File: src/rtl/accel_st_regs.svh
`ifndef ACCEL_ST_REGS_SVH
`define ACCEL_ST_REGS_SVH

// ****************************************
// Register offsets
// ****************************************
`define ADDR_PRODUCT_REVISION      7'h12
`define ADDR_SENSOR_CONFIG_ONE     7'h15
`define ADDR_SELF_TEST_RATE_CONFIG 7'h38
`define ADDR_DATA_FIRST            7'h04
`define ADDR_DATA_LAST             7'h09

// ****************************************
// Fields and reset values
// ****************************************
`define CFG1_RESET         8'h00
`define CFG2_RESET         8'h00
`define CFG1_ACTIVE_BIT    0
`define CFG1_FSR_LSB       1
`define CFG1_POL_BIT       4
`define CFG1_AXIS_LSB      5
`define CFG1_SOFT_RST_BIT  7
`define RATE_DEC_WIDTH     3
`define RATE_100HZ         8'h05

// ****************************************
// Timing
// ****************************************
`define CLK_HZ              125000000
`define CLK_MHZ             125
`define ST_ODR_BASE_HZ      3200
`define ST_ODR_BASE_CYCLES  (`CLK_HZ / `ST_ODR_BASE_HZ)
`define PULSE_TIME_US       5000
`define ST_PULSE_CYCLES     (`PULSE_TIME_US * `CLK_MHZ)
`define STRAP_CAPTURE_CYCLE 2'h2

`endif

File: src/rtl/accel_st_pkg.sv
package accel_st_pkg;
  typedef enum logic [1:0]
  {
    SEQ_IDLE = 2'h0,
    SEQ_BUSY = 2'h1
  } seq_state_e;

  typedef enum logic [1:0]
  {
    AXIS_OFF = 2'h0,
    AXIS_X   = 2'h1,
    AXIS_Y   = 2'h2,
    AXIS_Z   = 2'h3
  } axis_sel_e;

  typedef logic [15:0] sample_t;
endpackage

File: src/rtl/reg_access_if.sv
`timescale 1ns/10ps
interface reg_access_if;
  logic [6:0] addr;
  logic [7:0] wdata;
  logic       wr;
  logic       rd;
  logic [7:0] rdata;

  modport link (output addr, output wdata, output wr, output rd, input rdata);
  modport regs (input addr, input wdata, input wr, input rd, output rdata);
endinterface

File: src/rtl/spi_reg_link.sv
`timescale 1ns/10ps
module spi_reg_link
(
  input  wire logic    clk_i,      // Core clock
  input  wire logic    rstn_i,     // Async reset, active low
  input  wire logic    sclk_i,     // Serial clock pin
  input  wire logic    csn_i,      // Chip select pin, active low
  input  wire logic    mosi_i,     // Serial data in
  output logic         miso_o,     // Serial data out
  output logic         miso_oe_o,  // Drive enable for miso
  reg_access_if.link   bus         // Register access
);
  // ****************************************
  // Pin synchronisers
  // ****************************************
  logic [2:0] sclk_r;
  logic [1:0] csn_r;
  logic [1:0] mosi_r;

  always_ff @(posedge clk_i or negedge rstn_i)
  begin
    if (!rstn_i)
    begin
      sclk_r <= 3'h0;
      csn_r  <= 2'h3;
      mosi_r <= 2'h0;
    end
    else
    begin
      sclk_r <= {sclk_r[1:0], sclk_i};
      csn_r  <= {csn_r[0], csn_i};
      mosi_r <= {mosi_r[0], mosi_i};
    end
  end

  logic sclk_rise;
  logic sclk_fall;
  logic sel;
  assign sclk_rise = sclk_r[1] & ~sclk_r[2];
  assign sclk_fall = ~sclk_r[1] & sclk_r[2];
  assign sel       = ~csn_r[1];

  // ****************************************
  // Frame shifter: R/W bit, 7-bit address, data byte
  // ****************************************
  logic [4:0] cnt_r,   cnt_nxt;
  logic [7:0] sin_r,   sin_nxt;
  logic [7:0] sout_r,  sout_nxt;
  logic [6:0] addr_r,  addr_nxt;
  logic [7:0] wdata_r, wdata_nxt;
  logic       read_r,  read_nxt;
  logic       rd_r,    rd_nxt;
  logic       ld_r,    ld_nxt;
  logic       wr_r,    wr_nxt;
  logic       miso_r,  miso_nxt;

  always_comb
  begin
    cnt_nxt   = cnt_r;
    sin_nxt   = sin_r;
    sout_nxt  = sout_r;
    addr_nxt  = addr_r;
    wdata_nxt = wdata_r;
    read_nxt  = read_r;
    rd_nxt    = 1'b0;
    wr_nxt    = 1'b0;
    ld_nxt    = rd_r;
    miso_nxt  = miso_r;
    if (!sel)
      cnt_nxt = 5'h0;
    else if (sclk_rise)
    begin
      sin_nxt = {sin_r[6:0], mosi_r[1]};
      cnt_nxt = cnt_r + 5'h1;
      if (cnt_r == 5'h7)
      begin
        read_nxt = sin_r[6];
        addr_nxt = {sin_r[5:0], mosi_r[1]};
        rd_nxt   = sin_r[6];
      end
      if (cnt_r == 5'hf && !read_r)
      begin
        wdata_nxt = {sin_r[6:0], mosi_r[1]};
        wr_nxt    = 1'b1;
      end
    end
    else if (sclk_fall)
    begin
      miso_nxt = sout_r[7];
      sout_nxt = {sout_r[6:0], 1'b0};
    end
    // Load lands well before the next falling edge at any legal sclk
    if (ld_r)
      sout_nxt = bus.rdata;
  end

  always_ff @(posedge clk_i or negedge rstn_i)
  begin
    if (!rstn_i)
    begin
      cnt_r   <= 5'h0;
      sin_r   <= 8'h00;
      sout_r  <= 8'h00;
      addr_r  <= 7'h00;
      wdata_r <= 8'h00;
      read_r  <= 1'b0;
      rd_r    <= 1'b0;
      ld_r    <= 1'b0;
      wr_r    <= 1'b0;
      miso_r  <= 1'b0;
    end
    else
    begin
      cnt_r   <= cnt_nxt;
      sin_r   <= sin_nxt;
      sout_r  <= sout_nxt;
      addr_r  <= addr_nxt;
      wdata_r <= wdata_nxt;
      read_r  <= read_nxt;
      rd_r    <= rd_nxt;
      ld_r    <= ld_nxt;
      wr_r    <= wr_nxt;
      miso_r  <= miso_nxt;
    end
  end

  assign bus.addr  = addr_r;
  assign bus.wdata = wdata_r;
  assign bus.wr    = wr_r;
  assign bus.rd    = rd_r;
  assign miso_o    = miso_r;
  assign miso_oe_o = sel;
endmodule

File: src/rtl/accel_self_test_control.sv
`timescale 1ns/10ps
`include "accel_st_regs.svh"
// Behaviour
// - Read-only revision byte, BCD major in bits 7..4, minor in 3..0.
// - Each axis is tested positive phase, then negative phase, the host writing the polarity bit.
// - Self-test rate is 3200 Hz after reset until reprogrammed.
// - Writing 05h to rate config gives a 100 Hz self-test rate.
// - Strap high: data-ready pulses for 5 ms then clears itself.
// - Strap low: data-ready clears when output data is read.
// - In self-test only the selected axis is converted.
// - Normal mode converts X, Y, Z in turn each cycle.
// - Scaling 128, 256, 512 counts per g at 16, 8, 4 g.
// - Link is a serial register bus plus an interrupt line.
// - Axis select 00 off, 01 X, 10 Y, 11 Z.
// - Polarity 0 drives mass positive, 1 negative.
// - Config always readable, writes only take effect in standby, except the active bit and soft reset.
// - Power-on, soft reset or hibernate exit restore defaults.
module accel_self_test_control #(
  parameter int unsigned ODR_BASE_CYCLES = `ST_ODR_BASE_CYCLES,
  parameter int unsigned PULSE_CYCLES    = `ST_PULSE_CYCLES,
  parameter logic [3:0]  REV_MAJOR       = 4'h2,  // Arbitrary value
  parameter logic [3:0]  REV_MINOR       = 4'h7   // Arbitrary value
)
(
  input  wire logic        clk_i,             // Core clock, 125 MHz
  input  wire logic        rstn_i,            // Power-on reset, active low
  input  wire logic        hibernate_exit_i,  // One-cycle pulse, core domain
  input  wire logic        boot_mode_strap_i, // Strap pin
  input  wire logic        sclk_i,            // Serial clock pin
  input  wire logic        csn_i,             // Chip select, active low
  input  wire logic        mosi_i,            // Serial data in
  output logic             miso_o,            // Serial data out
  output logic             miso_oe_o,         // Drive enable for miso
  input  wire logic [15:0] sample_i,          // Converter result
  input  wire logic        sample_valid_i,    // Result strobe
  output logic             conv_start_o,      // Start one axis conversion
  output logic [1:0]       conv_axis_o,       // Axis 0 X, 1 Y, 2 Z
  output logic             st_drive_o,        // Electrostatic drive on
  output logic             st_negative_o,     // Drive direction negative
  output logic             drdy_o             // Data-ready interrupt
);
  reg_access_if bus ();

  spi_reg_link u_link
  (
    .clk_i     (clk_i),
    .rstn_i    (rstn_i),
    .sclk_i    (sclk_i),
    .csn_i     (csn_i),
    .mosi_i    (mosi_i),
    .miso_o    (miso_o),
    .miso_oe_o (miso_oe_o),
    .bus       (bus.link)
  );

  // ****************************************
  // Strap capture
  // ****************************************
  logic [1:0] strap_s_r;
  logic [1:0] scnt_r,  scnt_nxt;
  logic       strap_r, strap_nxt;

  always_comb
  begin
    scnt_nxt  = scnt_r;
    strap_nxt = strap_r;
    // Counter saturates so the strap is taken only once
    if (scnt_r != 2'h3)
      scnt_nxt = scnt_r + 2'h1;
    if (scnt_r == `STRAP_CAPTURE_CYCLE)
      strap_nxt = strap_s_r[1];
  end

  always_ff @(posedge clk_i or negedge rstn_i)
  begin
    if (!rstn_i)
    begin
      strap_s_r <= 2'h0;
      scnt_r    <= 2'h0;
      strap_r   <= 1'b0;
    end
    else
    begin
      strap_s_r <= {strap_s_r[0], boot_mode_strap_i};
      scnt_r    <= scnt_nxt;
      strap_r   <= strap_nxt;
    end
  end

  // ****************************************
  // Configuration registers
  // ****************************************
  logic [7:0] cfg1_r, cfg1_nxt;
  logic [7:0] cfg2_r, cfg2_nxt;
  logic       standby;
  logic       sw_reset;
  logic       st_on;
  logic [1:0] st_sel;
  logic [1:0] fsr;

  assign standby  = ~cfg1_r[`CFG1_ACTIVE_BIT];
  assign st_sel   = cfg1_r[`CFG1_AXIS_LSB +: 2];
  assign fsr      = cfg1_r[`CFG1_FSR_LSB +: 2];
  assign st_on    = st_sel != accel_st_pkg::AXIS_OFF;
  assign sw_reset = hibernate_exit_i
                  | (bus.wr & bus.addr == `ADDR_SENSOR_CONFIG_ONE
                     & bus.wdata[`CFG1_SOFT_RST_BIT]);

  always_comb
  begin
    cfg1_nxt = cfg1_r;
    cfg2_nxt = cfg2_r;
    if (sw_reset)
    begin
      cfg1_nxt = `CFG1_RESET;
      cfg2_nxt = `CFG2_RESET;
    end
    else if (bus.wr && bus.addr == `ADDR_SENSOR_CONFIG_ONE)
    begin
      // Active bit stays writable so the host can return to standby
      if (standby)
        cfg1_nxt = bus.wdata;
      else
        cfg1_nxt[`CFG1_ACTIVE_BIT] = bus.wdata[`CFG1_ACTIVE_BIT];
    end
    else if (bus.wr && bus.addr == `ADDR_SELF_TEST_RATE_CONFIG && standby)
      cfg2_nxt = bus.wdata;
  end

  always_ff @(posedge clk_i or negedge rstn_i)
  begin
    if (!rstn_i)
    begin
      cfg1_r <= `CFG1_RESET;
      cfg2_r <= `CFG2_RESET;
    end
    else
    begin
      cfg1_r <= cfg1_nxt;
      cfg2_r <= cfg2_nxt;
    end
  end

  // ****************************************
  // Output data rate timer
  // ****************************************
  logic [23:0] period;
  logic [23:0] odr_cnt_r, odr_cnt_nxt;
  logic        tick;

  // Base rate halves per decimation step: 0 gives 3200 Hz, 05h 100 Hz
  assign period = 24'(ODR_BASE_CYCLES) << cfg2_r[`RATE_DEC_WIDTH-1:0];
  assign tick   = ~standby & (odr_cnt_r == period - 24'h1);

  always_comb
  begin
    odr_cnt_nxt = odr_cnt_r + 24'h1;
    if (standby || tick)
      odr_cnt_nxt = 24'h0;
  end

  always_ff @(posedge clk_i or negedge rstn_i)
  begin
    if (!rstn_i)
      odr_cnt_r <= 24'h0;
    else
      odr_cnt_r <= odr_cnt_nxt;
  end

  // ****************************************
  // Axis sequencer and output data
  // ****************************************
  function automatic logic [15:0] scale_fsr(input logic [15:0] raw, input logic [1:0] r);
    scale_fsr = 16'($signed(raw) >>> r);
  endfunction

  accel_st_pkg::seq_state_e state_r, state_nxt;
  logic [1:0]              axis_r,  axis_nxt;
  logic                    start_r, start_nxt;
  accel_st_pkg::sample_t   data_r   [3];
  accel_st_pkg::sample_t   data_nxt [3];
  logic                    drdy_set;

  always_comb
  begin
    state_nxt = state_r;
    axis_nxt  = axis_r;
    start_nxt = 1'b0;
    data_nxt  = data_r;
    drdy_set  = 1'b0;
    unique case (state_r)
      accel_st_pkg::SEQ_IDLE:
        if (tick)
        begin
          axis_nxt  = st_on ? st_sel - 2'h1 : 2'h0;
          start_nxt = 1'b1;
          state_nxt = accel_st_pkg::SEQ_BUSY;
        end
      accel_st_pkg::SEQ_BUSY:
        if (sample_valid_i)
        begin
          data_nxt[axis_r] = scale_fsr(sample_i, fsr);
          if (st_on || axis_r == 2'h2)
          begin
            drdy_set  = 1'b1;
            state_nxt = accel_st_pkg::SEQ_IDLE;
          end
          else
          begin
            axis_nxt  = axis_r + 2'h1;
            start_nxt = 1'b1;
          end
        end
      default:
        state_nxt = accel_st_pkg::SEQ_IDLE;
    endcase
    if (sw_reset || standby)
      state_nxt = accel_st_pkg::SEQ_IDLE;
  end

  always_ff @(posedge clk_i or negedge rstn_i)
  begin
    if (!rstn_i)
    begin
      state_r <= accel_st_pkg::SEQ_IDLE;
      axis_r  <= 2'h0;
      start_r <= 1'b0;
      data_r  <= '{default: 16'h0000};
    end
    else
    begin
      state_r <= state_nxt;
      axis_r  <= axis_nxt;
      start_r <= start_nxt;
      data_r  <= data_nxt;
    end
  end

  assign conv_start_o  = start_r;
  assign conv_axis_o   = axis_r;
  // Host runs the axis twice, polarity 0 then 1
  assign st_drive_o    = st_on & ~standby;
  assign st_negative_o = cfg1_r[`CFG1_POL_BIT];

  // ****************************************
  // Data-ready interrupt
  // ****************************************
  logic        data_read;
  logic        drdy_r, drdy_nxt;
  logic [23:0] pcnt_r, pcnt_nxt;

  assign data_read = bus.rd & bus.addr >= `ADDR_DATA_FIRST & bus.addr <= `ADDR_DATA_LAST;

  always_comb
  begin
    drdy_nxt = drdy_r;
    pcnt_nxt = pcnt_r;
    if (strap_r && drdy_r)
    begin
      pcnt_nxt = pcnt_r - 24'h1;
      if (pcnt_r == 24'h0)
        drdy_nxt = 1'b0;
    end
    else if (!strap_r && data_read)
      drdy_nxt = 1'b0;
    // New data wins over a read or pulse-end clear in the same cycle; soft reset wins over new data
    if (drdy_set)
    begin
      drdy_nxt = 1'b1;
      pcnt_nxt = 24'(PULSE_CYCLES - 1);
    end
    if (sw_reset)
      drdy_nxt = 1'b0;
  end

  always_ff @(posedge clk_i or negedge rstn_i)
  begin
    if (!rstn_i)
    begin
      drdy_r <= 1'b0;
      pcnt_r <= 24'h0;
    end
    else
    begin
      drdy_r <= drdy_nxt;
      pcnt_r <= pcnt_nxt;
    end
  end

  assign drdy_o = drdy_r;

  // ****************************************
  // Read decode
  // ****************************************
  function automatic logic [7:0] read_mux(input logic [6:0] a);
    logic [6:0] idx;
    idx = a - `ADDR_DATA_FIRST;
    if (a == `ADDR_PRODUCT_REVISION)
      read_mux = {REV_MAJOR, REV_MINOR};
    else if (a == `ADDR_SENSOR_CONFIG_ONE)
      read_mux = cfg1_r;
    else if (a == `ADDR_SELF_TEST_RATE_CONFIG)
      read_mux = cfg2_r;
    else if (a >= `ADDR_DATA_FIRST && a <= `ADDR_DATA_LAST)
      read_mux = idx[0] ? data_r[idx[2:1]][15:8] : data_r[idx[2:1]][7:0];
    else
      read_mux = 8'h00;
  endfunction

  // Process form so register changes re-run the decode, not only address changes
  always_comb bus.rdata = read_mux(bus.addr);

  logic [23:0] hi_len_r;
  always_ff @(posedge clk_i or negedge rstn_i)
  begin
    if (!rstn_i)
      hi_len_r <= 24'h0;
    else if (drdy_set)
      hi_len_r <= 24'h0;
    else if (drdy_o)
      hi_len_r <= hi_len_r + 24'h1;
  end
endmodule

File: config.mk
export PLATFORM = sky130hd
export DESIGN_NAME = accel_self_test_control
export DESIGN_NICKNAME = d
export VERILOG_FILES = /design/src/rtl/accel_st_pkg.sv /design/src/rtl/reg_access_if.sv /design/src/rtl/spi_reg_link.sv /design/src/rtl/accel_self_test_control.sv
export VERILOG_INCLUDE_DIRS = /design/src /design/src/rtl
export SDC_FILE = /design/constraint.sdc
export NUM_CORES = 1
export LEC_CHECK = 0
export BUFFER_PORTS_ARGS = -buffer_cell sky130_fd_sc_hd__buf_2
export CAP_MARGIN = 0
export CORE_MARGIN = 2
export CORE_UTILIZATION = 62
export DETAILED_ROUTE_END_ITERATION = 10
export PLACE_DENSITY = 0.8
export SLEW_MARGIN = 20
export SYNTH_ARGS = -nofsm -noshare
export SYNTH_HDL_FRONTEND = slang
export SYNTH_HIERARCHICAL = 1
export SYNTH_SLANG_ARGS = --single-unit
File: constraint.sdc
create_clock -name clk_i -period 4 [get_ports clk_i]
set_input_delay 0.8 -clock clk_i [delete_from_list [all_inputs] [get_ports clk_i]]
set_output_delay 0.8 -clock clk_i [all_outputs]
set_load 0.03 [all_outputs]
Yosys cells after proc, flatten, opt, wreduce, memory -nomap -nowiden --
Cells that the tools add are included.
Word-level totals: output and inout bits 8, logic and storage cells 168, memories kept 0, memory bits (read-only) 0, flip-flop bits (word level) 170, memory bits (writable) 0, bits in latches 0
Cells by class: eq/ne operators 21, shifts and indexed selects 2, mux-type cells 54, add/sub/neg operators 8, reduce and logical (&&, ||, !) cells 34, divide/modulo/power cells 0, $mul 0, bitwise operators 16, order comparisons 5
Operator list (count):
- $mux 8 | 14
- $mux 24 | 3
- $bwmux 48 | 1
- $mux 16 | 3
- $sub 24x1->24 const B | 2
- $bmux 16 s2 | 1
- $demux 16 s2 | 1
- $add 24x1->24 const B | 1
- $eq 24x24->1 | 1
- $logic_not 24->1 | 1
- $shl 16x3->24 const A | 1
- $mux 1 | 17
- $mux 2 | 8
- $sshr 16x2->16 | 1
- $reduce_and 3->1 | 5
- $eq 7x5->1 const B | 2
- $ne 2x2->1 const B | 7
- $reduce_bool 2->1 | 7
- $mux 5 | 2
- $reduce_and 2->1 | 5
- $ne 3x3->1 const B | 3
- $and 1x1->1 | 8
- $logic_and 1x1->1 | 8
- $pmux 2 s2 | 2
- 25 further kinds | 36

Logic depth before layout (Yosys ltp) --
depth after elaboration 11, depth in mapped cells 15, depth with buffers taken out 12

Cells and area by module --
Netlist, hierarchy kept.
By module, submodules not included:
- accel_self_test_control | area an instance 6874.1 um^2, instances 1, cells an instance 729
- spi_reg_link | area an instance 1853.0 um^2, instances 1, cells an instance 137

Worst setup path before layout --
Ideal clock, no wire load.
path kind reg2reg, start point reg cfg2_r[1], end point reg odr_cnt_r[14], arrival time 3.545 ns, period minus slack after synthesis 3.666 ns, slack 0.334 ns, stages on the path, launching flop included 16, data required time 3.879 ns, buffers on the path 3, setup time 0.121 ns, cell sequence dfrtp_1 > clkbuf_1 > inv_1 > ha_1 > clkbuf_1 > nor2b_1 > inv_1 > ha_1 > nor3b_1 > o221ai_1 > or4b_1 > a31oi_1 > a41oi_1 > o31ai_1 > buf_2 > nor2_1
Between the ends: longest elaborated chain between the ends 6
RTL lines:
- start: declaration | line accel_self_test_control.sv:94 | logic [7:0] cfg2_r, cfg2_nxt;
- start signal: assignment | line accel_self_test_control.sv:135 | cfg2_r <= `CFG2_RESET;
- start signal: assignment | line accel_self_test_control.sv:140 | cfg2_r <= cfg2_nxt;
- $shl 16x3->24 | line accel_self_test_control.sv:152 | assign period = 24'(ODR_BASE_CYCLES) << cfg2_r[`RATE_DEC_WIDTH-1:0];
- $sub 24x1->24 | line accel_self_test_control.sv:153 | assign tick = ~standby & (odr_cnt_r == period - 24'h1);
- $eq 24x24->1 | line accel_self_test_control.sv:153
- $and 1x1->1 | line accel_self_test_control.sv:153
- $logic_or 1x1->1 | line accel_self_test_control.sv:158 | if (standby || tick)
- $mux 24 | line accel_self_test_control.sv:158
- net odr_cnt_nxt[14] | line accel_self_test_control.sv:148 | logic [23:0] odr_cnt_r, odr_cnt_nxt;
- end signal: assignment | line accel_self_test_control.sv:167 | odr_cnt_r <= odr_cnt_nxt;
- end: declaration | line accel_self_test_control.sv:148
The timed path passes the listed nets, and every way through them passes these cells. A chain may end at the register's enable or synchronous reset.

Worst setup path in the final report --
start point reg cfg2_r[0], end point reg axis_r[0], in the netlist conv_axis_o[0]
Between the ends: longest elaborated chain between the ends 6
RTL lines:
- $shl 16x3->24 | line accel_self_test_control.sv:152
- $sub 24x1->24 | line accel_self_test_control.sv:153
- $eq 24x24->1 | line accel_self_test_control.sv:153
- $and 1x1->1 | line accel_self_test_control.sv:153
- $ne 2x2->1 (no line)
- $reduce_and 4->1 (no line)
- end signal: assignment | line accel_self_test_control.sv:233 | axis_r <= axis_nxt;
- end: declaration | line accel_self_test_control.sv:178 | logic [1:0] axis_r, axis_nxt;
Every way passes these cells.

==> reports/results.txt <==
Status = completed
Synthesis-stage register bit count = 169
Int Pwr = 2665 µW
Die area = 15,040 µm²
Clock Sinks = 169
Via count = 6,621
GPL Wtd Cong = 0.8785
Pre-CTS setup slack = 0.4630 ns
Nature of the critical path startpoint = register
Synth cell count leaders = dfrtp_1 (167), nand2_1 (98), o21ai_0 (75)
Synthesized instance count = 866
Tcrit/Tclk final = 89.80%
Antenna viol nets, final = 0
Combinational power share = 3.5%
Clk pwr share = 45.6%
Cts hold-fix bufs = 0
Largest net degree at the start of global routing = 83
Power per cell area = 364.9 nW/µm²
H-tree depth = 4
Final Power = 3492 µW
Die span in y = 122.6 µm
R2R depth = 12
First-pass DRT Iterations = 5
Yosys top cell by area = dfrtp_1
Fillers = 1,028
Routed len/inst = 18.44 µm
Final Instance Area = 9569 µm²
Maximum vdd drop = 0.3424 mV
Sw Share = 23.69%
Vias per std cell = 6.182
Count leader, synth = dfrtp_1
Setup Fix Bufs, Post-CTS = 0
Resized cells post-CTS = 0
Register area share after synthesis = 48.49%
Initial Util = 63.12%
CTS tree = built
Mapped Area = 8727 µm²
Netlist cell types = 64
Core area = 13,830 µm²
Top post-synthesis cells by area = dfrtp_1 (48%), mux2_2 (6.3%), o21ai_0 (4.3%)
Clock latency on the worst-skew pair = 0.44 ns
Flop pwr share = 51.0%
Crit Reg-Reg Endpoint = conv_axis_o[0]
Worst Skew = 0.009388 ns
Routed WL = 19,750 µm
GRT overflow = 0
Fmax = 278.4 MHz
Min Tclk post-route = 3.592 ns
Post-synth EDFFs = 0
Synthesis Warnings = 6
R2r setup slk = 0.41 ns
Critical path class = register to register
Net switching power = 827.0 µW
Main flop type after synthesis = dfrtp_1
Num ports = 32
RSZ-0062 raised after global routing = false
Endpoints failing setup = 0
Largest fanout on the critical path = 13
Cell row count = 43
Vias in the first global route = 6,596
Antenna violations before repair = 0
Detailed Place HPWL = 13,670 µm
Hold WC Path Type = register to register
Worst Max-Slew Pin Slew = 0.9683 ns
Inserted Clock Buffers = 17
Crit path to = conv_axis_o[0]
Root Buffer = clkbuf_16
Final hold vios = 0
WP data required = 4.32 ns
Post-route setup slack = 0.4080 ns
First-pass GRT wire length = 32,570 µm
Setup TNS = 0 ns
Top cell type's share of synthesized area = 47.89%
PortBufs = 31
R2r startpoint = cfg2_r[0]
Placed Area = 9006 µm²
Area Growth Syn to Fin = 9.649%
Layout net count = 917
Initial drt markers = 584
GRT Total Usage = 28.20%
FFs w/ async S/R, synth = 100.0%
Antenna Cells = 0
Avg Cell Area, Syn = 10.08 µm²
CTS clk-pin slew, worst paths = 0.07 ns
WP data arrival = 3.91 ns
Chip width = 122.6 µm
Clock tree buffer depth = 2
Worst Setup SP = cfg2_r[0]
Slew HR = 35.21%
Fraction of layout cells with a size suffix above 1 = 16.50%
Pins Over Slew Limit = 0
CP Capture Type = register
Max Cap Viol = 0
Synthesized net count = 905
Leak = 0.003982 µW
Drt drc = 0
-- worst min-delay path by stage --
| stage | startpoint | to | slack (ns) | depth (start not counted) |
|---|---|---|---|---|
| finish | strap_s_r[0] | strap_s_r[1] | 0.35 | 0 |
| global route | u_link/sclk_r[0] | u_link/sclk_r[1] | 0.36 | 0 |
| CTS | strap_s_r[0] | strap_s_r[1] | 0.35 | 0 |
| detailed placement | strap_s_r[0] | strap_s_r[1] | 0.34 | 0 |
| global placement | u_link/sclk_r[0] | u_link/sclk_r[1] | 0.33 | 0 |
| floorplan | strap_s_r[0] | strap_s_r[1] | 0.33 | 0 |
-- state kept, by name, indices dropped and copies added, names as in the netlist, 2 cells and up --
signal / flops
u_link/sout_r: 8
scnt_r: 2
u_link/sclk_r: 3
odr_cnt_r: 24
u_link/csn_r: 2
conv_axis_o: 2
cfg2_r: 8
u_link/mosi_r: 2
data_r: 48
u_link/sin_r: 7
cfg1_r: 8
u_link/bus.addr: 7
strap_s_r: 2
u_link/bus.wdata: 8
u_link/cnt_r: 5
pcnt_r: 24
-- per-layer routing --
metal | share of wire, % | vias to the layer above | GRT usage [%]
li1 | - | 3089 | -
met1 | 43 | 3327 | 36.01
met2 | 50 | 158 | 46.84
met3 | 4.1 | 47 | 5.948
met4 | 2.9 | 0 | 11.78
met5 | 0 | - | 0
-- cells in the final DEF (no fill, tap or decap), types with 19 or more instances in the layout --
| cell | count |
|---|---|
| o21ai_0 | 75 |
| a21oi_1 | 32 |
| buf_2 | 30 |
| xnor2_1 | 29 |
| dfrtp_1 | 167 |
| mux2i_1 | 28 |
| inv_1 | 19 |
| mux2_2 | 49 |
| xor2_1 | 28 |
| nand2_1 | 98 |
| nor2_1 | 66 |
| nand3_1 | 32 |
-- power groups by stage --
stage	combinational [µW]	clock [µW]	sequential, µW
floorplan	60.3	0	1800
detailed placement	123	0	1810
CTS	124	1610	1780
finish	121	1590	1780
global placement	116	0	1810
global route	137	1680	1780
-- cell families (layout without fill, tap and decap cells) --
logic type | Yosys count | in the layout | synth area share, %
AOI/OAI and AO/OA | 165 | 165 | 11.40
buffers and inverters | 69 | 94 | 3.211
and+or+nand+nor | 309 | 309 | 18.21
xor gates and xnor gates | 57 | 57 | 5.720
adders and majority gates | 15 | 15 | 2.151
DFF | 169 | 169 | 48.49
muxes | 82 | 82 | 10.82
-- critical path, stage by stage (launching register included) --
cell	delay (ns)
dfrtp_1	0.60
inv_1	0.13
ha_1	0.33
nor2b_1	0.15
inv_1	0.08
ha_1	0.18
nor3b_1	0.23
o221ai_1	0.25
or4b_1	0.57
a31oi_1	0.14
a41oi_1	0.10
or3_1	0.48
o22a_1	0.23
-- metrics by stage --
| step | hold slack (ns) | std cells | util, % |
|---|---|---|---|
| 2_1_floorplan | 0.3312 | 866 | - |
| 3_3_place_gp | 0.3332 | 1039 | 65.13 |
| 3_5_place_dp | 0.3363 | 1039 | 65.13 |
| 4_1_cts | 0.3515 | 1071 | 69.21 |
| 5_1_grt | 0.3583 | 1071 | 69.21 |
| 6_report | 0.3513 | 1071 | 69.21 |
-- layout make-up --
class / count / area, µm² / share of cell area (%)
repair buffers: 43 / 251.5 / 2.628
clock buffers: 19 / 432.9 / 4.524
inverters: 19 / 71.32 / 0.7453
flip-flops and latches: 169 / 4232 / 44.22
clock inverters: 13 / 130.1 / 1.360
multi-input cells: 628 / 4227 / 44.17
well taps: 180 / 225.2 / 2.354
(Power assumes the default switching activity.)
